**src/verilog/ppcm_map.svh**
```systemverilog
// Offsets, field positions, reset values and counts of the misc config register.
// Assumes inclusion by bare name from the package and the top module.
`ifndef PPCM_MAP_SVH
`define PPCM_MAP_SVH

// ----------------------------------------
// Register map
// ----------------------------------------
`define PPCM_CFG_OFFSET 8'hf0
`define PPCM_CFG_RESET 32'h00002400
`define PPCM_CFG_WMASK 32'h0000a40f

// ----------------------------------------
// Field positions
// ----------------------------------------
`define PPCM_BIT_WAKE_DEEP 15
`define PPCM_BIT_WAKE_LIGHT 13
`define PPCM_BIT_LIGHT_SLEEP 10
`define PPCM_BIT_SPARE 3
`define PPCM_BIT_LINK_GATE_OFF 2
`define PPCM_BIT_HOST_GATE_OFF 1
`define PPCM_BIT_KEEP_HOST_CLK 0

// ----------------------------------------
// Timing counts in ref_clk cycles
// ----------------------------------------
`define PPCM_IDLE_CYCLES 8'h10
`define PPCM_CLKRUN_DRIVE 3'h2

`endif

```
**src/verilog/ppcm_pkg.sv**
```systemverilog
// Types shared by the misc config register block.
// Assumes ppcm_map.svh is on the include path.
`default_nettype none
`include "ppcm_map.svh"

package ppcm_pkg;

  // ----------------------------------------
  // Configuration access request
  // ----------------------------------------
  typedef struct packed {
    logic rd;
    logic wr;
    logic [7:0] addr;
    logic [3:0] be;
    logic [31:0] wdata;
  } ppcm_cfg_req_t;

  // ----------------------------------------
  // Whole state of the top module
  // ----------------------------------------
  typedef struct packed {
    logic wakeDeep;
    logic wakeLight;
    logic lightSleep;
    logic spare;
    logic linkGateOff;
    logic hostGateOff;
    logic keepHostClock;
    logic [31:0] rdata;
    logic ack;
    logic [7:0] linkIdle;
    logic [7:0] hostIdle;
    logic linkClkEn;
    logic hostClkEn;
    logic [2:0] clkrunCnt;
    logic clkrunOe;
    logic clkrunOutN;
  } ppcm_state_t;

  // ----------------------------------------
  // Pin synchroniser state
  // ----------------------------------------
  typedef struct packed {
    logic [2:0] stage;
    logic level;
  } ppcm_sync_state_t;

endpackage

`default_nettype wire

```
**src/verilog/ppcm_top.sv**
```systemverilog
// Host-bus misc configuration register with clock gating and clock-run control.
// Assumes config cycles arrive on ref_clk; host reset and CLKRUN# are async pins.
`timescale 1ns/1ps
`default_nettype none
`include "ppcm_map.svh"

module ppcm_top (
  input wire logic ref_clk,
  input wire logic rst,
  input wire logic hostResetN,
  input wire logic d3ToD0Reset,
  input wire ppcm_pkg::ppcm_cfg_req_t cfgReq,
  output logic [31:0] cfgRdata,
  output logic cfgAck,
  input wire logic linkBusy,
  input wire logic hostBusy,
  output logic linkClkEn,
  output logic hostClkEn,
  output logic wakeFromDeepestSleepAdvertise,
  output logic wakeFromLightSleepAdvertise,
  output logic lightSleepStateAdvertise,
  input wire logic clkrunInN,
  output logic clkrunOutN,
  output logic clkrunOe
);

  ppcm_pkg::ppcm_state_t state_reg;
  ppcm_pkg::ppcm_state_t state_next;
  logic hostResetLevelN;
  logic clkrunLevelN;
  logic fnReset;
  logic hit;
  logic [31:0] cfgView;

  // ----------------------------------------
  // Pin synchronisers
  // ----------------------------------------
  ppcm_sync3 #(.RESET_VALUE(1'b1)) u_host_rst_sync (
    .clk(ref_clk),
    .rst(rst),
    .pinIn(hostResetN),
    .levelOut(hostResetLevelN)
  );

  ppcm_sync3 #(.RESET_VALUE(1'b0)) u_clkrun_sync (
    .clk(ref_clk),
    .rst(rst),
    .pinIn(clkrunInN),
    .levelOut(clkrunLevelN)
  );

  // Host reset and D3-to-D0 reset act on the function, not on sticky bits
  assign fnReset = !hostResetLevelN || d3ToD0Reset;
  assign hit = (cfgReq.addr == `PPCM_CFG_OFFSET);

  // ----------------------------------------
  // Read view
  // ----------------------------------------
  always_comb begin
    cfgView = 32'h00000000;
    cfgView[`PPCM_BIT_WAKE_DEEP] = state_reg.wakeDeep;
    cfgView[`PPCM_BIT_WAKE_LIGHT] = state_reg.wakeLight;
    cfgView[`PPCM_BIT_LIGHT_SLEEP] = state_reg.lightSleep;
    cfgView[`PPCM_BIT_SPARE] = state_reg.spare;
    cfgView[`PPCM_BIT_LINK_GATE_OFF] = state_reg.linkGateOff;
    cfgView[`PPCM_BIT_HOST_GATE_OFF] = state_reg.hostGateOff;
    cfgView[`PPCM_BIT_KEEP_HOST_CLK] = state_reg.keepHostClock;
  end

  // ----------------------------------------
  // Next state
  // ----------------------------------------
  always_comb begin
    state_next = state_reg;
    state_next.ack = cfgReq.rd || cfgReq.wr;
    state_next.rdata = 32'h00000000;
    if (cfgReq.rd && hit) begin
      state_next.rdata = cfgView;
    end
    // Non-sticky bits fall back on function reset; sticky ones hold
    if (fnReset) begin
      state_next.spare = 1'b0;
      state_next.linkGateOff = 1'b0;
      state_next.hostGateOff = 1'b0;
      state_next.keepHostClock = 1'b0;
    end else if (cfgReq.wr && hit && cfgReq.be[0]) begin
      state_next.spare = cfgReq.wdata[`PPCM_BIT_SPARE];
      state_next.linkGateOff = cfgReq.wdata[`PPCM_BIT_LINK_GATE_OFF];
      state_next.hostGateOff = cfgReq.wdata[`PPCM_BIT_HOST_GATE_OFF];
      state_next.keepHostClock = cfgReq.wdata[`PPCM_BIT_KEEP_HOST_CLK];
    end
    if (cfgReq.wr && hit && cfgReq.be[1]) begin
      state_next.wakeDeep = cfgReq.wdata[`PPCM_BIT_WAKE_DEEP];
      state_next.wakeLight = cfgReq.wdata[`PPCM_BIT_WAKE_LIGHT];
      state_next.lightSleep = cfgReq.wdata[`PPCM_BIT_LIGHT_SLEEP];
    end
    // Enables are registered so an external gate cell sees clean edges
    if (state_reg.linkGateOff || linkBusy) begin
      state_next.linkIdle = `PPCM_IDLE_CYCLES;
    end else if (state_reg.linkIdle != 8'h00) begin
      state_next.linkIdle = state_reg.linkIdle - 8'h01;
    end
    if (state_reg.hostGateOff || hostBusy) begin
      state_next.hostIdle = `PPCM_IDLE_CYCLES;
    end else if (state_reg.hostIdle != 8'h00) begin
      state_next.hostIdle = state_reg.hostIdle - 8'h01;
    end
    state_next.linkClkEn = state_reg.linkGateOff || linkBusy
      || (state_reg.linkIdle != 8'h00);
    state_next.hostClkEn = state_reg.hostGateOff || hostBusy
      || (state_reg.hostIdle != 8'h00);
    // CLKRUN# high means the central resource wants to stop the clock
    state_next.clkrunOutN = 1'b0;
    if (state_reg.clkrunCnt != 3'h0) begin
      state_next.clkrunCnt = state_reg.clkrunCnt - 3'h1;
      state_next.clkrunOe = (state_reg.clkrunCnt != 3'h1);
    end else if (clkrunLevelN && (state_reg.keepHostClock || hostBusy)) begin
      state_next.clkrunCnt = `PPCM_CLKRUN_DRIVE;
      state_next.clkrunOe = 1'b1;
    end else begin
      state_next.clkrunOe = 1'b0;
    end
  end

  // ----------------------------------------
  // State register
  // ----------------------------------------
  always_ff @(posedge ref_clk) begin
    if (rst) begin
      state_reg <= '0;
      state_reg.wakeLight <= 1'b1;
      state_reg.lightSleep <= 1'b1;
      state_reg.linkIdle <= `PPCM_IDLE_CYCLES;
      state_reg.hostIdle <= `PPCM_IDLE_CYCLES;
      state_reg.linkClkEn <= 1'b1;
      state_reg.hostClkEn <= 1'b1;
    end else begin
      state_reg <= state_next;
    end
  end

  assign cfgRdata = state_reg.rdata;
  assign cfgAck = state_reg.ack;
  assign linkClkEn = state_reg.linkClkEn;
  assign hostClkEn = state_reg.hostClkEn;
  assign wakeFromDeepestSleepAdvertise = state_reg.wakeDeep;
  assign wakeFromLightSleepAdvertise = state_reg.wakeLight;
  assign lightSleepStateAdvertise = state_reg.lightSleep;
  assign clkrunOutN = state_reg.clkrunOutN;
  assign clkrunOe = state_reg.clkrunOe;

  // ----------------------------------------
  // Assertions
  // ----------------------------------------
  reserved_zero_a: assert property (@(posedge ref_clk) disable iff (rst)
    (cfgReq.rd && hit) |=> ((cfgRdata & ~`PPCM_CFG_WMASK) == 32'h00000000))
    else $error("reserved bits read nonzero");

  reset_value_a: assert property (@(posedge ref_clk)
    $past(rst) && !rst |-> (cfgView == `PPCM_CFG_RESET))
    else $error("register reset value wrong");

  deep_sticky_a: assert property (@(posedge ref_clk) disable iff (rst)
    (fnReset && !(cfgReq.wr && hit)) |=> $stable(wakeFromDeepestSleepAdvertise))
    else $error("deep wake bit lost on function reset");

  light_sticky_a: assert property (@(posedge ref_clk) disable iff (rst)
    (fnReset && !(cfgReq.wr && hit)) |=> $stable(lightSleepStateAdvertise)
      && $stable(wakeFromLightSleepAdvertise))
    else $error("light sleep bits lost on function reset");

  spare_write_a: assert property (@(posedge ref_clk) disable iff (rst)
    (cfgReq.wr && hit && cfgReq.be[0] && !fnReset)
      |=> (state_reg.spare == $past(cfgReq.wdata[`PPCM_BIT_SPARE])))
    else $error("spare bit write not stored");

  link_ungated_a: assert property (@(posedge ref_clk) disable iff (rst)
    state_reg.linkGateOff |=> linkClkEn)
    else $error("link clock gated while gating off");

  host_ungated_a: assert property (@(posedge ref_clk) disable iff (rst)
    state_reg.hostGateOff |=> hostClkEn)
    else $error("host clock gated while gating off");

  keep_request_a: assert property (@(posedge ref_clk) disable iff (rst)
    (clkrunLevelN && state_reg.keepHostClock && state_reg.clkrunCnt == 3'h0)
      |=> clkrunOe ##1 clkrunOe ##1 !clkrunOe)
    else $error("clock stop not refused");

  allow_stop_a: assert property (@(posedge ref_clk) disable iff (rst)
    (!state_reg.keepHostClock && !hostBusy && state_reg.clkrunCnt == 3'h0) |=> !clkrunOe)
    else $error("clock stop refused while allowed");

  idle_gate_a: assert property (@(posedge ref_clk) disable iff (rst)
    (!state_reg.linkGateOff && !linkBusy) [*8] ##1 (!state_reg.linkGateOff && !linkBusy) [*8]
      ##1 (!state_reg.linkGateOff && !linkBusy) [*2] |=> !linkClkEn)
    else $error("link clock not gated after idle");

  busy_ungate_a: assert property (@(posedge ref_clk) disable iff (rst)
    linkBusy |=> linkClkEn)
    else $error("link clock not ungated for activity");

  full_write_a: assert property (@(posedge ref_clk) disable iff (rst)
    (cfgReq.wr && hit && !fnReset && cfgReq.be == 4'hf)
      |=> (cfgView == ($past(cfgReq.wdata) & `PPCM_CFG_WMASK)))
    else $error("full write stored wrong bits");

  write_cover: cover property (@(posedge ref_clk) disable iff (rst) cfgReq.wr && hit);
  refuse_cover: cover property (@(posedge ref_clk) disable iff (rst)
    clkrunOe && state_reg.keepHostClock);
  gate_cover: cover property (@(posedge ref_clk) disable iff (rst) $fell(linkClkEn));

endmodule

`default_nettype wire

```
**src/verilog/ppcm_sync3.sv**
```systemverilog
// Three-flop synchroniser with agreement filter for one pin input.
// Assumes the input is asynchronous to clk; output changes once flops 2 and 3 agree.
`timescale 1ns/1ps
`default_nettype none

module ppcm_sync3 #(
  parameter logic RESET_VALUE = 1'b1
) (
  input wire logic clk,
  input wire logic rst,
  input wire logic pinIn,
  output logic levelOut
);

  ppcm_pkg::ppcm_sync_state_t sync_reg;
  ppcm_pkg::ppcm_sync_state_t sync_next;

  // First stage is read only by the second
  always_comb begin
    sync_next = sync_reg;
    sync_next.stage = {sync_reg.stage[1:0], pinIn};
    // Agreement of two flops filters a pin that settles late
    if (sync_reg.stage[1] == sync_reg.stage[2]) begin
      sync_next.level = sync_reg.stage[2];
    end
  end

  always_ff @(posedge clk) begin
    if (rst) begin
      sync_reg <= {{3{RESET_VALUE}}, RESET_VALUE};
    end else begin
      sync_reg <= sync_next;
    end
  end

  assign levelOut = sync_reg.level;

endmodule

`default_nettype wire

```
**config.mk**
```make
export PLATFORM = sky130hd
export DESIGN_NAME = ppcm_top
export DESIGN_NICKNAME = d
export VERILOG_FILES = /design/src/verilog/ppcm_pkg.sv /design/src/verilog/ppcm_top.sv /design/src/verilog/ppcm_sync3.sv
export VERILOG_INCLUDE_DIRS = /design/src /design/src/verilog
export SDC_FILE = /design/constraint.sdc
export NUM_CORES = 1
export LEC_CHECK = 0
export ABC_AREA = 1
export BUFFER_PORTS_ARGS = -buffer_cell sky130_fd_sc_hd__buf_2
export CAP_MARGIN = 20
export CORE_MARGIN = 1.5
export CORE_UTILIZATION = 28
export CTS_BUF_LIST = sky130_fd_sc_hd__clkbuf_2
export CTS_CLUSTER_SIZE = 40
export DETAILED_ROUTE_END_ITERATION = 10
export MAX_ROUTING_LAYER = met4
export PLACE_DENSITY = 0.63
export SYNTH_ARGS = -nofsm -noshare
export SYNTH_HDL_FRONTEND = slang
export SYNTH_HIERARCHICAL = 1
export SYNTH_SLANG_ARGS = --single-unit
```
**constraint.sdc**
```tcl
create_clock -name ref_clk -period 1.07 [get_ports ref_clk]
set_input_delay 0.1605 -clock ref_clk [delete_from_list [all_inputs] [get_ports ref_clk]]
set_output_delay 0.1605 -clock ref_clk [all_outputs]
set_load 0.02 [all_outputs]
```
Word level (Yosys, flattened, before mapping)
Index checks and enable logic that the tools add are counted.
{"block": "word_totals", "register_bits": 71, "latchBits": 0, "mem_bits_rw": 0, "rom_bits": 0, "inputBits": 53, "out_inout_bits": 40, "elab_cells": 54, "memories": 0}
{"block": "classes", "add_sub_neg": 3, "mul": 0, "div_mod_pow": 0, "magnitude_cmp": 0, "eq_ne": 4, "n_shift": 0, "n_mux": 4, "n_bitwise": 1, "n_reduce_logical": 21}
{"operator": "$mux W16", "count": 1}
{"operator": "$reduce_bool A8 Y1", "count": 2}
{"operator": "$sub A8 B1 Y8 const B", "count": 2}
{"operator": "$eq A8 B8 Y1 const B", "count": 1}
{"operator": "$reduce_or A2 Y1", "count": 4}
{"operator": "$logic_or A1 B1 Y1", "count": 7}
{"operator": "$logic_and A1 B1 Y1", "count": 5}
{"operator": "$mux W4", "count": 1}
{"operator": "$mux W3", "count": 1}
{"operator": "$ne A3 B1 Y1 const B", "count": 1}
{"operator": "$reduce_bool A3 Y1", "count": 1}
{"operator": "$sub A3 B1 Y3 const B", "count": 1}
{"operator": "$eq A1 B1 Y1", "count": 2}
{"operator": "$reduce_bool A2 Y1", "count": 1}
{"operator": "$logic_not A1 Y1", "count": 1}
{"operator": "$mux W1", "count": 1}
{"operator": "$not A1 Y1", "count": 1}

Logic depth before layout (Yosys ltp)
{"block": "depth", "ltp_word": 4, "ltp_mapped": 7, "depth_no_buf": 7}

Hierarchy
The synthesis kept the hierarchy.
{"mod": "ppcm_top", "instances": 1, "cells_per_inst": 246, "area_per_inst_um2": 1959.4, "seq_area_each_um2": 740.7}
{"mod": "ppcm_sync3 at u_host_rst_sync", "instances": 1, "cells_per_inst": 15, "area_per_inst_um2": 128.9, "seq_area_each_um2": 80.1}
{"mod": "ppcm_sync3 at u_clkrun_sync", "instances": 1, "cells_per_inst": 13, "area_per_inst_um2": 121.4, "seq_area_each_um2": 80.1}

Least setup slack after synthesis
OpenSTA, ideal clock, no wires.
{"block": "synth_path", "path_kind": "flip-flop to flip-flop", "start": "register state_reg[2] (netlist name)", "end": "register state_reg[3] (netlist name)", "setup_time_ns": 0.070, "t_arrival_ns": 1.068, "t_required_ns": 1.000, "setup_slack_ns": -0.068, "path_stages_with_launch": 7, "n_path_buf": 0, "synth_period_minus_slack_ns": 1.138, "path_cell_list": "dfxtp_1 -> inv_1 -> ha_1 -> ha_1 -> nand2_1 -> o21ai_0 -> a21oi_1"}
{"block": "synth_between", "elab_chain_cells": 2, "elab_cells_between_ends": 4, "classes_between": "1 x add/sub; 1 x mux; 2 x reduce/logical"}
{"item": "from (decl)", "line_no": "ppcm_top.sv:27", "text": "ppcm_pkg::ppcm_state_t state_reg;"}
{"item": "from (signal assigned)", "line_no": "ppcm_top.sv:138", "text": "state_reg <= state_next;"}
{"item": "$sub A3 B1 Y3 or $reduce_bool A3 Y1 (tied branches)", "line_no": "ppcm_top.sv:115, ppcm_top.sv:114"}
{"item": "$mux W4 or $reduce_bool A2 Y1 (tied branches)"}
Parallel ways exist; a longest one is shown, timed or not.
A chain may end at the register's enable or synchronous reset.

Final worst setup path
{"block": "layout_path", "start": "register state_reg[8] (netlist name)", "end": "register state_reg[12] (netlist name)"}
{"block": "layout_between", "elab_chain_cells": 1, "elab_cells_between_ends": 2, "classes_between": "1 x add/sub; 1 x reduce/logical"}
{"item": "$sub A8 B1 Y8 or $reduce_bool A8 Y1 (tied branches)", "line_no": "ppcm_top.sv:106, ppcm_top.sv:105"}
Parallel ways exist; a longest one is shown, timed or not.

==> results by group <==
Power
  • Switching Fraction: 35.5%
  • Leak pwr: around 1.4 nW
  • Sequential share of power: 46.9%
  • Comb power frac: 34.8%
  • Power Dens Cells: 1360 nW/µm²
  • Sw Pwr: ~1.5 mW
  • Peak VDD IR: 0.498 mV
  • Cell Int Power: 2.65 mW
  • Clock share of power: 18.3%

Timing
  • Count of final hold-check violations: 0
  • Setup TNS Final: -1.77 ns
  • Fin crit share: 112%
  • Slack of the critical path: -0.125 ns
  • WHS: 0.0677 ns
  • RSZ-0062 raised after global routing: yes
  • Max Slew Vio Count: 0
  • Clk_skew: between 0.015 and 0.02 ns
  • Tmin final: 1.19 ns
  • Number of setup violations in the final report: 32
  • Max Fclk: 837 MHz

CTS
  • Worst-path clk slew: 0.25 ns
  • Clock Latency Late Sink: 0.43 ns
  • CTS tree: yes
  • CTS H-Tree Depth: 2
  • TritonCTS sink count: 45
  • Clk root buf: clkbuf_2
  • Num CTS Buffers: 5
  • Clk buf depth: 2

Synthesis
  • Ys async rst share: 0%
  • Most instantiated library cell after synthesis: dfxtp_1
  • Yosys cell types: 29
  • Post-synth EDFFs: 0
  • Top cells by count, synth: 45 x dfxtp_1, 34 x buf_4, 33 x inv_1, 33 x nand2_1, 31 x nor2_1
  • Synth Cell Area: 2210 µm²
  • Share of the synthesized area in the top cell type: 40.8%
  • Yosys top cell by area: dfxtp_1
  • Sequential area share after synthesis: approximately two fifths
  • Average size of a mapped cell: 8.06 µm²
  • Register bit count reported by yosys: 45
  • Top post-synthesis cells by area: dfxtp_1 41%, buf_4 12%, inv_1 5.6%, nand2_1 5.6%, nor2_1 5.3%
  • Top FF cell, synth: dfxtp_1
  • Gate Count Post-Synth: 274
  • Yosys warning total: 6

Worst hold path
  • Worst hold path type: primary input to register
  • WHS Path Cells: 3
  • Hold Startpoint: rst

Worst setup path
  • Reg2Reg Depth: 8
  • Critical path required time: between 1 and 1.5 ns
  • CP arrival: 1.58 ns
  • CP startpoint: state_reg[8]$_SDFFE_PP0P_
  • CP endpoint kind: register
  • Critical path peak fanout: 4
  • CP Launch Type: register
  • Critical path type: register to register
  • Reg-to-Reg Start: state_reg[8]$_SDFFE_PP0P_

Place
  • RePlAce Congestion: 0.757
  • Final HPWL from detailed placement: 3080 µm
  • Pre-CTS setup slack: -0.157 ns
  • Port Buffers: 39

Routing
  • WL per Instance: between 9 and 10 µm
  • DR vias/cell: 3.87
  • Drt total wl: 4310 µm
  • Vias: 1743
  • DRT Pass-1 Iters: 4
  • Final ANT Viol Nets: 0
  • Starting DRT DRC Count: 49
  • Drt drc: 0

GRT
  • GRT Total Usage: 11.0%
  • First-pass GRT wire length: 7130 µm
  • Vias in the first global route: 1628
  • Largest net degree at the start of global routing: 16
  • Total congestion overflow: 0
  • Initial antenna violation count: 1

Floorplanning
  • IO Count: 93
  • Die area: between 8000 and 9000 µm²
  • Die Height: 91.8 µm
  • Die Width: a little over 90 µm
  • Row cnt: 32
  • Initial Util: between 20 and 30%
  • Core area: 7690 µm²

Job
  • Max Cap Viol: 0

Cells and area
  • Fin nets: 407
  • Fill count: 808
  • FF+latch area: 926 µm²
  • Multi-input logic area: 1150 µm²
  • Layout cells sized above 1: 46.4%
  • Post-layout util: 39.4%
  • Area growth, synth to finish: 37.0%
  • Largest register FFs: 19

Status
  • Status: finished with violations
  • Failing checks: setup timing
## power groups by stage
stage	combinational (mW)	sequential (mW)	clock, mW
final	1.43	1.93	0.753
after detailed placement	1.00	1.93	0
after global routing	1.59	1.94	0.861
after CTS	1.28	1.92	0.799
after floorplan	0.748	1.95	0
after global placement	0.969	1.92	0
## logic make-up (layout without fill, tap and decap cells)
logic type | after synthesis | in the layout | synth area share (%)
compound gates | 19 | 19 | 4.47
xor+xnor | 10 | 10 | 3.96
fa+ha+maj | 8 | 8 | 4.53
buf+inv | 83 | 131 | 19.9
flops | 45 | 45 | 40.8
other cells | 1 | 27 | 0.170
simple gates | 108 | 108 | 26.2
## per-stage QoR
step	cells	area [µm²]	power, mW
after floorplan	299	2320	2.70
after detailed placement	420	2500	2.93
after global routing	450	3030	4.40
after CTS	445	2940	4.00
after global placement	420	2500	2.89
final	450	3030	4.11
## path summary, 6_finish.rpt
path | slack, ns | to
setup / recovery | -0.12 | state_reg[12]$_SDFFE_PP0P_
hold reg to reg | 0.42 | u_clkrun_sync/sync_next[3]$_SDFF_PP0_
hold / removal | 0.07 | cfgAck$_SDFF_PP0_
setup reg to reg | -0.12 | state_reg[12]$_SDFFE_PP0P_
## repair_timing
action,CTS,global route
endpoints found under the hold margin,10,0
setup buffers,5,4
hold buffers,12,0
pin swaps,13,17
resized for setup,75,17
setup endpoints to repair,36,36
## final cells by class
class / count / area share [%]
Timing Repair Buffer: 74 / 19.0
Clock buffer: 5 / 0.827
Inverter: 49 / 6.41
Sequential cell: 45 / 30.6
Multi-Input combinational cell: 171 / 38.2
Clock inverter: 3 / 0.703
Antenna cell: 1 / 0.0827
Tap cell: 102 / 4.22
## per-layer routing
metal / global-route usage, % / wire, µm
met4: 4.23 / 66
met5: - / 0
met1: 12.0 / 1810
met2: 19.0 / 2240
met3: 3.07 / 193
## worst max-delay path, cell delays in order (launching register included)
cell and delay [ns]:
dfxtp_2 0.39, inv_4 0.05, buf_4 0.12, buf_4 0.12, nand3_4 0.09, nor2_2 0.12, xor2_1 0.14, nand2_1 0.07
inv_1 0.05
## cell usage in the layout (no fill, tap or decap), drive strengths merged
| cell | n |
|---|---|
| a21oi | 5 |
| dfxtp | 45 |
| clkbuf | 5 |
| clkinvlp | 1 |
| dlygate4sd3 | 12 |
| nand3 | 11 |
| a31oi | 1 |
| ha | 8 |
| clkinv | 2 |
| diode | 1 |
| nor2 | 45 |
| xor2 | 8 |
| o21bai | 1 |
| nand2 | 40 |
| nor3 | 3 |
| nand4 | 7 |
| buf | 62 |
| or2 | 2 |
| xnor2 | 2 |
| o21ai | 12 |
| inv | 49 |
| conb | 26 |
No activity file was read; power rests on OpenSTA's default activity.
